## config.mk

```make
export PLATFORM = sky130hd
export DESIGN_NAME = sar_adc_control
export DESIGN_NICKNAME = d
export VERILOG_FILES = /design/src/rtl/sar_adc_pkg.sv /design/src/rtl/conv_clock_divider.sv /design/src/rtl/sar_adc_control.sv
export SDC_FILE = /design/constraint.sdc
export NUM_CORES = 1
export LEC_CHECK = 0
export BUFFER_PORTS_ARGS = -buffer_cell sky130_fd_sc_hd__buf_4
export CORE_AREA = 2 2 102 104
export DETAILED_ROUTE_END_ITERATION = 10
export DIE_AREA = 0 0 104 106
export GPL_ROUTABILITY_DRIVEN = 0
export GPL_TIMING_DRIVEN = 1
export HOLD_SLACK_MARGIN = 0.03
export PLACE_DENSITY = 0.79
export SLEW_MARGIN = 20
export SYNTH_ARGS = -nofsm -noshare
export SYNTH_HDL_FRONTEND = slang
export SYNTH_HIERARCHICAL = 1
export SYNTH_SLANG_ARGS = --single-unit
```

## constraint.sdc

```tcl
create_clock -name pclk -period 2.7 [get_ports pclk]
set_clock_uncertainty 0.05 [all_clocks]
set_input_delay 0.675 -clock pclk [delete_from_list [all_inputs] [get_ports pclk]]
set_output_delay 0.675 -clock pclk [all_outputs]
set_load 0.01 [all_outputs]
```

## src/rtl/sar_adc_pkg.sv

```systemverilog
// Package with register map, field layout, timing counts and carrier types of the converter control
package sar_adc_pkg;

	// Register indices; the byte address on the bus is four times the index
	localparam logic [5:0] idx_pin_enable_low = 6'h08;
	localparam logic [5:0] idx_pin_enable_high = 6'h09;
	localparam logic [5:0] idx_control = 6'h0a;
	localparam logic [5:0] idx_channel_reference = 6'h0b;
	localparam logic [5:0] idx_result_low = 6'h0c;
	localparam logic [5:0] idx_result_high = 6'h0d;
	localparam logic [5:0] idx_irq_status = 6'h0e;

	// Control register field positions
	localparam int ctl_rate_lo_pos = 5;
	localparam int ctl_run_pos = 4;
	localparam int ctl_power_pos = 3;
	localparam int ctl_sh_lo_pos = 0;

	// Channel and reference register field positions
	localparam int ref_src_pos = 7;
	localparam int ref_level_lo_pos = 4;
	localparam int chan_lo_pos = 0;

	// Reset values
	localparam logic [7:0] rst_pin_enable_low = 8'h00;
	localparam logic [6:0] rst_pin_enable_high = 7'h00;
	localparam logic [1:0] rst_rate = 2'h0;
	localparam logic [1:0] rst_sh_len = 2'h0;
	localparam logic [2:0] rst_ref_level = 3'h0;
	localparam logic [3:0] rst_channel = 4'h0;
	localparam logic [11:0] rst_result = 12'h000;

	// Conversion clock divider terminal counts (divide value minus one)
	localparam logic [5:0] div_term_16 = 6'h0f;
	localparam logic [5:0] div_term_4 = 6'h03;
	localparam logic [5:0] div_term_64 = 6'h3f;
	localparam logic [5:0] div_term_1 = 6'h00;

	// Sample-and-hold lengths in conversion clock periods, minus one
	localparam logic [3:0] sh_term_2 = 4'h1;
	localparam logic [3:0] sh_term_4 = 4'h3;
	localparam logic [3:0] sh_term_8 = 4'h7;
	localparam logic [3:0] sh_term_12 = 4'hb;

	// Result width and the top bit index of the approximation
	localparam int result_width = 12;
	localparam logic [3:0] top_bit = 4'hb;

	// Core vector for the conversion-complete interrupt
	localparam logic [7:0] done_vector = 8'h1b;

	// Converter sequence
	typedef enum logic [1:0] {
		st_idle = 2'b00,
		st_sample = 2'b01,
		st_convert = 2'b11,
		st_done = 2'b10
	} conv_state_t;

	// Everything handed to the analog front end
	typedef struct packed {
		logic [14:0] pin_enable;
		logic [3:0] channel;
		logic reference_source_select;
		logic [2:0] reference_level;
		logic powered;
		logic sampling;
		logic [11:0] trial_code;
	} analog_ctrl_t;

	// Events and status toward the core
	typedef struct packed {
		logic conversion_done;
		logic irq_request;
		logic [7:0] irq_vector;
		logic wake_request;
		logic busy;
	} core_event_t;

endpackage

```

## src/rtl/conv_clock_divider.sv

```systemverilog
// Conversion clock tick generator: divides the main clock or follows the sub-oscillator
`timescale 1ns/1ps
module conv_clock_divider (
	input wire logic pclk,
	input wire logic presetn,
	input wire logic run,
	input wire logic [1:0] rate,
	input wire logic green_mode,
	input wire logic sub_edge,
	output logic tick
);

	typedef struct packed {
		logic [5:0] count;
	} div_state_t;

	div_state_t st_ff;
	div_state_t nxt_st;
	logic [5:0] term;

	// Terminal count per rate code
	always_comb begin
		unique case (rate)
			2'b00: term = sar_adc_pkg::div_term_16;
			2'b01: term = sar_adc_pkg::div_term_4;
			2'b10: term = sar_adc_pkg::div_term_64;
			2'b11: term = sar_adc_pkg::div_term_1;
		endcase
	end

	// Count restarts while idle so every conversion outside green mode sees whole periods
	always_comb begin
		nxt_st = st_ff;
		tick = 1'b0;
		if (!run) begin
			nxt_st.count = 6'h00;
		end else if (green_mode) begin
			nxt_st.count = 6'h00;
			tick = sub_edge;
		end else if (st_ff.count >= term) begin
			nxt_st.count = 6'h00;
			tick = 1'b1;
		end else begin
			nxt_st.count = st_ff.count + 6'h01;
		end
	end

	// State register
	always_ff @(posedge pclk or negedge presetn) begin
		if (!presetn) begin
			st_ff <= '0;
		end else begin
			st_ff <= nxt_st;
		end
	end

endmodule

```

## src/rtl/sar_adc_control.sv

```systemverilog
// Control, register file and successive-approximation sequencer of the 12-bit converter
//
// Behaviour
// - Low pin-select bit n turns its pin into analog channel n, 0 to 7.
// - High pin-select bits 0-6 enable channels 8-14; bit 7 reads zero.
// - Control register bits 7 and 2 always read zero.
// - Rate field divides main clock by 16, 4, 64, 1; green mode uses sub-oscillator.
// - Software writes 1 to the run bit; the device then starts converting.
// - Device clears run bit at completion; writing zero to it does nothing.
// - Power bit zero keeps converter powered down; one lets it operate.
// - Sample-and-hold field gives 2, 4, 8 or 12 conversion clock periods.
// - Reference source bit selects internal reference at 0, external pin at 1; default 0.
// - Internal level field: supply, 4.0, 3.0, 2.5 V, or 2.0 V when top bit set.
// - Channel field routes channels 0-14; code 1111 routes half supply.
// - Twelve-bit successive approximation; each result lands in low and high registers.
// - Low result register shows bits 7 to 0, read-only.
// - High result register shows bits 11 to 4, read-only.
// - Conversion runs through sleep; completion wakes if enabled, else shuts converter off.
// - Enabled completion sends the core to the conversion-complete vector.
//
// Overview
// The block sits behind an APB slave port and holds six byte registers plus an
// interrupt enable and status word. Each register takes one aligned 32-bit word;
// only the low byte lane carries data and only the lowest strobe gates a write.
// The sequencer walks idle, sample, convert and done. A conversion starts once run
// is set while the converter is powered; it samples for the chosen number of
// conversion clock periods and then resolves one result bit per period, top first.
// The done state lasts one main clock and hands the result to the result register,
// clears run and raises the one-cycle completion pulse.
//
// Hazards and limitations
// Power loss mid-conversion drops back to idle but leaves run set, so the
// conversion restarts from sampling as soon as power returns.
// The comparator answer is taken as same-clock logic; a front end that settles
// later than one main clock needs a slower rate code.
// The sub-oscillator reaches the block as a foreign clock and is counted after a
// three-stage synchroniser, so in green mode the first period may come up to one
// sub-oscillator period late.
`timescale 1ns/1ps
module sar_adc_control #(
	parameter int addr_width = 8
) (
	input wire logic pclk,
	input wire logic presetn,
	input wire logic psel,
	input wire logic penable,
	input wire logic pwrite,
	input wire logic [addr_width-1:0] paddr,
	input wire logic [31:0] pwdata,
	input wire logic [3:0] pstrb,
	output logic [31:0] prdata,
	output logic pready,
	output logic pslverr,
	input wire logic green_mode,
	input wire logic sleep_mode,
	input wire logic sub_osc_clk,
	input wire logic comparator_high,
	output sar_adc_pkg::analog_ctrl_t analog_ctrl,
	output sar_adc_pkg::core_event_t core_event
);

	// Whole state of the block
	typedef struct packed {
		logic [7:0] pin_low;
		logic [6:0] pin_high;
		logic [1:0] rate;
		logic run;
		logic power;
		logic [1:0] sh_len;
		logic ref_src;
		logic [2:0] ref_level;
		logic [3:0] channel;
		logic irq_en;
		logic [11:0] result;
		sar_adc_pkg::conv_state_t fsm;
		logic [3:0] bit_idx;
		logic [3:0] count;
		logic [11:0] sar;
		logic shutoff;
		logic sub_s1;
		logic sub_s2;
		logic sub_s3;
		logic sub_level;
		logic done_pulse;
		logic wake_pulse;
		logic [7:0] rdata;
	} ctl_state_t;

	// Single state register and its next value; every flop of the block except the divider count is in here
	// so that reset and the clock edge are written once and cannot drift apart.
	ctl_state_t st_ff;
	ctl_state_t nxt_st;

	// Bus decode helpers
	logic [5:0] index;
	logic addr_hit;
	logic setup_phase;
	logic write_access;
	logic lane0;
	logic [7:0] wbyte;
	logic [7:0] rd_mux;
	logic sub_edge;
	logic tick;
	logic powered;
	logic [3:0] sh_term;
	logic seq_active;

	// Word index from the byte address; the two low address bits are ignored since
	// every register is one aligned word.
	// A write needs the access phase, the write direction and the low strobe.
	assign index = paddr[7:2];
	assign setup_phase = psel && !penable;
	assign write_access = psel && penable && pwrite;
	assign lane0 = pstrb[0];
	assign wbyte = pwdata[7:0];

	// Decode; bus is always ready and flags unmapped words as an error
	always_comb begin
		unique case (index)
			sar_adc_pkg::idx_pin_enable_low,
			sar_adc_pkg::idx_pin_enable_high,
			sar_adc_pkg::idx_control,
			sar_adc_pkg::idx_channel_reference,
			sar_adc_pkg::idx_result_low,
			sar_adc_pkg::idx_result_high,
			sar_adc_pkg::idx_irq_status: addr_hit = 1'b1;
			default: addr_hit = 1'b0;
		endcase
	end

	// The slave never stalls: every access phase completes in one cycle.
	// Unmapped words still complete, but with the error flag and zero data.
	assign pready = 1'b1;
	assign pslverr = psel && penable && !addr_hit;
	assign prdata = {24'h000000, st_ff.rdata};

	// Read mux; unused bits are forced low here rather than stored
	always_comb begin
		unique case (index)
			sar_adc_pkg::idx_pin_enable_low: rd_mux = st_ff.pin_low;
			sar_adc_pkg::idx_pin_enable_high: rd_mux = {1'b0, st_ff.pin_high};
			sar_adc_pkg::idx_control: rd_mux = {1'b0, st_ff.rate, st_ff.run, st_ff.power, 1'b0,
				st_ff.sh_len};
			sar_adc_pkg::idx_channel_reference: rd_mux = {st_ff.ref_src, st_ff.ref_level, st_ff.channel};
			sar_adc_pkg::idx_result_low: rd_mux = st_ff.result[7:0];
			sar_adc_pkg::idx_result_high: rd_mux = st_ff.result[11:4];
			sar_adc_pkg::idx_irq_status: rd_mux = {5'h00, st_ff.shutoff, seq_active, st_ff.irq_en};
			default: rd_mux = 8'h00;
		endcase
	end

	// Sub-oscillator is a foreign clock: counted only once two late stages agree
	assign sub_edge = (st_ff.sub_s2 == st_ff.sub_s3) && st_ff.sub_s2 && !st_ff.sub_level;

	// Sleep shutoff overrides the power bit until the core leaves sleep
	assign powered = st_ff.power && !st_ff.shutoff;
	assign seq_active = st_ff.fsm != sar_adc_pkg::st_idle;

	// Sampling length per code
	always_comb begin
		unique case (st_ff.sh_len)
			2'b00: sh_term = sar_adc_pkg::sh_term_2;
			2'b01: sh_term = sar_adc_pkg::sh_term_4;
			2'b10: sh_term = sar_adc_pkg::sh_term_8;
			2'b11: sh_term = sar_adc_pkg::sh_term_12;
		endcase
	end

	// Conversion clock ticks; the divider only counts while the sequencer is busy,
	// so outside green mode the first tick lands a whole period after the start.
	// Changing the rate mid-conversion applies to the period being counted; a count at or past the new terminal wraps at once.
	conv_clock_divider u_divider (
		.pclk(pclk),
		.presetn(presetn),
		.run(seq_active),
		.rate(st_ff.rate),
		.green_mode(green_mode),
		.sub_edge(sub_edge),
		.tick(tick)
	);

	// Next state: bus writes, sequencer and synchroniser
	always_comb begin
		nxt_st = st_ff;
		nxt_st.done_pulse = 1'b0;
		nxt_st.wake_pulse = 1'b0;

		// Synchroniser chain and filtered sub-oscillator level
		nxt_st.sub_s1 = sub_osc_clk;
		nxt_st.sub_s2 = st_ff.sub_s1;
		nxt_st.sub_s3 = st_ff.sub_s2;
		if (st_ff.sub_s2 == st_ff.sub_s3) begin
			nxt_st.sub_level = st_ff.sub_s2;
		end

		// Read data is captured in the setup cycle so it stands through the access
		if (setup_phase) begin
			nxt_st.rdata = rd_mux;
		end

		// Leaving sleep releases the forced shutoff
		if (!sleep_mode) begin
			nxt_st.shutoff = 1'b0;
		end

		// Sequencer
		// Sample state counts conversion clock ticks up to the hold length.
		// Convert state keeps or drops the trial bit on each tick, then sets the next
		// lower bit as the new trial; after bit zero it moves to done.
		// Done state publishes the result, so a read never sees a half-built code.
		unique case (st_ff.fsm)
			sar_adc_pkg::st_idle: begin
				if (st_ff.run && powered) begin
					nxt_st.fsm = sar_adc_pkg::st_sample;
					nxt_st.count = 4'h0;
				end
			end
			sar_adc_pkg::st_sample: begin
				if (!powered) begin
					nxt_st.fsm = sar_adc_pkg::st_idle;
				end else if (tick) begin
					if (st_ff.count == sh_term) begin
						nxt_st.fsm = sar_adc_pkg::st_convert;
						nxt_st.bit_idx = sar_adc_pkg::top_bit;
						nxt_st.sar = 12'h800;
					end else begin
						nxt_st.count = st_ff.count + 4'h1;
					end
				end
			end
			sar_adc_pkg::st_convert: begin
				if (!powered) begin
					nxt_st.fsm = sar_adc_pkg::st_idle;
				end else if (tick) begin
					// Keep the trial bit only when the input is at or above the trial level
					nxt_st.sar[st_ff.bit_idx] = comparator_high;
					if (st_ff.bit_idx == 4'h0) begin
						nxt_st.fsm = sar_adc_pkg::st_done;
					end else begin
						nxt_st.bit_idx = st_ff.bit_idx - 4'h1;
						nxt_st.sar[st_ff.bit_idx - 4'h1] = 1'b1;
					end
				end
			end
			sar_adc_pkg::st_done: begin
				nxt_st.fsm = sar_adc_pkg::st_idle;
				nxt_st.result = st_ff.sar;
				nxt_st.run = 1'b0;
				nxt_st.done_pulse = 1'b1;
				if (sleep_mode && st_ff.irq_en) begin
					nxt_st.wake_pulse = 1'b1;
				end else if (sleep_mode) begin
					nxt_st.shutoff = 1'b1;
				end
			end
		endcase

		// Register writes; a run write of one wins over the clear at completion
		if (write_access && lane0) begin
			unique case (index)
				sar_adc_pkg::idx_pin_enable_low: nxt_st.pin_low = wbyte;
				sar_adc_pkg::idx_pin_enable_high: nxt_st.pin_high = wbyte[6:0];
				sar_adc_pkg::idx_control: begin
					nxt_st.rate = wbyte[sar_adc_pkg::ctl_rate_lo_pos +: 2];
					nxt_st.power = wbyte[sar_adc_pkg::ctl_power_pos];
					nxt_st.sh_len = wbyte[sar_adc_pkg::ctl_sh_lo_pos +: 2];
					if (wbyte[sar_adc_pkg::ctl_run_pos]) begin
						nxt_st.run = 1'b1;
					end
				end
				sar_adc_pkg::idx_channel_reference: begin
					nxt_st.ref_src = wbyte[sar_adc_pkg::ref_src_pos];
					nxt_st.ref_level = wbyte[sar_adc_pkg::ref_level_lo_pos +: 3];
					nxt_st.channel = wbyte[sar_adc_pkg::chan_lo_pos +: 4];
				end
				sar_adc_pkg::idx_irq_status: nxt_st.irq_en = wbyte[0];
				default: begin
				end
			endcase
		end
	end

	// State register; every field starts from a constant
	// Run, power and shutoff all reset low, so the converter is idle and powered
	// down until software configures it.
	always_ff @(posedge pclk or negedge presetn) begin
		if (!presetn) begin
			st_ff <= '0;
			st_ff.pin_low <= sar_adc_pkg::rst_pin_enable_low;
			st_ff.pin_high <= sar_adc_pkg::rst_pin_enable_high;
			st_ff.rate <= sar_adc_pkg::rst_rate;
			st_ff.sh_len <= sar_adc_pkg::rst_sh_len;
			st_ff.ref_src <= 1'b0;
			st_ff.ref_level <= sar_adc_pkg::rst_ref_level;
			st_ff.channel <= sar_adc_pkg::rst_channel;
			st_ff.result <= sar_adc_pkg::rst_result;
			st_ff.fsm <= sar_adc_pkg::st_idle;
		end else begin
			st_ff <= nxt_st;
		end
	end

	// Analog front end controls; trial code only moves during conversion
	always_comb begin
		analog_ctrl.pin_enable = {st_ff.pin_high, st_ff.pin_low};
		analog_ctrl.channel = st_ff.channel;
		analog_ctrl.reference_source_select = st_ff.ref_src;
		analog_ctrl.reference_level = st_ff.ref_level;
		analog_ctrl.powered = powered;
		analog_ctrl.sampling = st_ff.fsm == sar_adc_pkg::st_sample;
		analog_ctrl.trial_code = st_ff.sar;
	end

	// Core side events; the vector is offered constantly, with or without a request
	// Completion and wake are registered pulses of exactly one cycle, so the core
	// sees each conversion once regardless of how long it sleeps afterwards.
	// Busy covers sample, convert and done, and falls with the completion pulse.
	always_comb begin
		core_event.conversion_done = st_ff.done_pulse;
		core_event.irq_request = st_ff.done_pulse && st_ff.irq_en;
		core_event.irq_vector = sar_adc_pkg::done_vector;
		core_event.wake_request = st_ff.wake_pulse;
		core_event.busy = seq_active;
	end

endmodule

```

==> flow_metrics.tcl <==
set metrics [dict create \
    grt.overflow.total 0 \
    power.internal_mw 1.98 \
    dp_cells 651 \
    die_w_um 104 \
    synth-edff-count 0 \
    syn_inst 504 \
    cts.clk_slew.worst_paths_ps 90 \
    crit_path_end_kind "register" \
    dr_total_vias 3685 \
    seqPwrFrac_pct 50.5 \
    async_flop_share_pct 100 \
    drtAntennaViolNets 0 \
    ys_seq_elements 85 \
    synth_ff_type "dfrtp_1" \
    io_buffer_count 73 \
    ios 136 \
    grt_max_degree 62 \
    post-route-period-util_pct 97.1 \
    grt_pass1_wl_um 17600 \
    p_sw_uw 603 \
    synth_area_leader_cell "dfrtp_1" \
    grt_pass1_vias 3595 \
    layout.cells.non_filler 667 \
    finalHoldViolCount 0 \
    clock_latency_ps 360 \
    drv_cap 0 \
    netlist_area_um2 5110 \
    grt_usage_pct 19.9 \
    vias_per_cell 5.52 \
    start_kind "register" \
    synth_top_cell_area_share_pct 41.6 \
    floorplan.initialDensity_pct 51.1 \
    ir_drop_v 0.000287 \
    rows 37 \
    drtIter0Drc 316 \
    ctsHtreeMaxLevel 3 \
    status "finished clean" \
    worst_slew_pin_slew_ps 664 \
    hold_class "in -> async" \
    comb_power_share_pct 7.2 \
    antenna_cells 0 \
    crit_type "reg -> reg" \
    numCtsBuffers 9 \
    finalSetupViolCount 0 \
    drc 0 \
    avgSynthCellArea_um2 10.1 \
    postCtsSetupBuffers 0 \
    p_clk_share_pct 42.3 \
    power_density_nw_per_um2 462 \
    yosys_warnings 6 \
    first_pass_iters 5 \
    synth.area.top_cells "dfrtp_1 42%, buf_4 12%, mux2_2 9.7%, o21ai_0 3.7%, ha_1 3.4%" \
    drive_gt1_share_pct 30.1 \
    area_growth_pct 9.42 \
    clock_path_buffers 2 \
    clock-root-buffer "clkbuf_8" \
    coreArea_um2 10000 \
    drt-wirelength-per-cell_um 16.2 \
    worstPathArrival_ps 2820 \
    switching_share_pct 23.3 \
    slew_headroom_pct 55.7 \
    wl_um 10800 \
    p_total_mw 2.59 \
    hpwl_um 7880 \
    die-area_um2 11000 \
    antenna_found_initial 0 \
    cts_sinks 85 \
    leakagePower_nw 2.74 \
    worstPathMaxFanout 4 \
    drv_slew 0 \
    synth_cell_types 58 \
    worstPathRequired_ps 2900 \
    ys_seq_area_share_pct 41.6 \
    fin_nets 593 \
    die_h_um 106 \
    fmax_ghz 0.382 \
    fin_crit_ps 2620 \
    cts_tree "built" \
]
registers in the layout, indices dropped and copies added (netlist names):
| name | flops |
|---|---|
| st_ff | 32 |
| nxt_st | 2 |
| u_divider/st_ff | 6 |
| prdata | 8 |
| core_event | 2 |
| analog_ctrl | 35 |
critical path: stages, from the launching register on:
cell and delay, ps:
dfrtp_1 380, nand2b_1 190, ha_1 340, a211o_1 300, a31oi_2 190, o21ai_0 100, and3_1 200, nand4b_1 200
or2_2 190, nor2_1 70, a221o_1 320
metal layers:
metal  GRT usage (%)  part of all wire [%]  vias up
met5               0                     0        -
met4            11.4                   4.5        0
met2            32.0                    48      165
li1                -                     -     1701
met1            24.9                    41     1780
met3            4.54                   6.5       39
cell families after synthesis:
family / count (synthesis) / share of synthesized area, %
AOI/OAI and AO/OA: 102 / 12.9
xor gates and xnor gates: 5 / 0.857
adders and majority gates: 14 / 3.43
other: 2 / 0.147
muxes: 58 / 13.4
and+or+nand+nor: 126 / 13.5
DFF: 85 / 41.6
buffers and inverters: 112 / 14.2
worst paths after layout:
check                                        to  cells past startpoint  slack, ps  startpoint
worst max-delay path                  st_ff[29]                     10         80   st_ff[62]
worst min-delay path            analog_ctrl[19]                      1        150     presetn
min in group pclk                    nxt_st[11]                      0        300  nxt_st[12]
worst max register to register        st_ff[29]                     10         80   st_ff[62]
max in group asynchronous             st_ff[48]                      2       1810     presetn
worst min register to register       nxt_st[11]                      0        300  nxt_st[12]
power by group through the flow:
stage               sequential, mW  clock [mW]  combinational, mW
floorplan                     1.33           0              0.144
global placement              1.33           0              0.181
detailed placement            1.33           0              0.185
CTS                           1.31        1.12              0.186
global route                  1.31        1.16              0.205
finish                        1.31        1.09              0.186
cells in the mapped netlist (3+ instances only):
cell and number:
nor2_1 28, a2bb2oi_1 5, nand2b_1 7, xor2_1 3
mux2_2 44, mux4_2 4, mux2i_1 10, nand2_1 30
a21oi_1 22, nand3_1 16, ha_1 14, a221o_1 3
nor2b_1 10, buf_4 80, clkbuf_1 15, a22o_1 4
inv_1 12, a22oi_1 5, and3_1 8, nand4b_1 4
dfrtp_1 85, buf_2 5, nand4_1 3, o21ai_0 38
a31oi_1 3, or2_2 3, o21a_1 4
cell usage in the layout, fill, tap and decap left out, types with 10 or more instances in the layout:
master   instances
nor2_1          27
dfrtp_1         85
inv_1           12
o21ai_0         37
nand3_1         16
a21oi_1         22
mux2i_1         10
nand2_1         30
nor2b_1         10
ha_1            14
buf_4           79
conb_1          33
mux2_2          44
area by class of cell:
class                           count  area (um2)
Clock buffer                        9         124
Fill cell                         818        4410
Sequential cell                    85        2130
Clock inverter                      7         123
Tap cell                          136         170
Multi-Input combinational cell    338        2390
Timing Repair Buffer               80         613
Inverter                           12        45.0
metrics by stage:
step	hold WS [ps]	setup TNS, ps	setup slack [ps]	area, um2	utilization [%]
2_1_floorplan	281	0	266	5230	-
3_3_place_gp	281	0	133	5330	53.3
3_5_place_dp	286	0	24.0	5330	53.3
4_1_cts	150	0	13.6	5580	55.8
5_1_grt	177	-41.4	-28.2	5590	55.9
6_report	154	0	79.6	5590	55.9
repair_timing:
item	4_1_cts	5_1_grt
endpoints found under the setup margin	0	11
hold buffers	0	0
resized for setup	0	4
(Power assumes the default switching activity.)
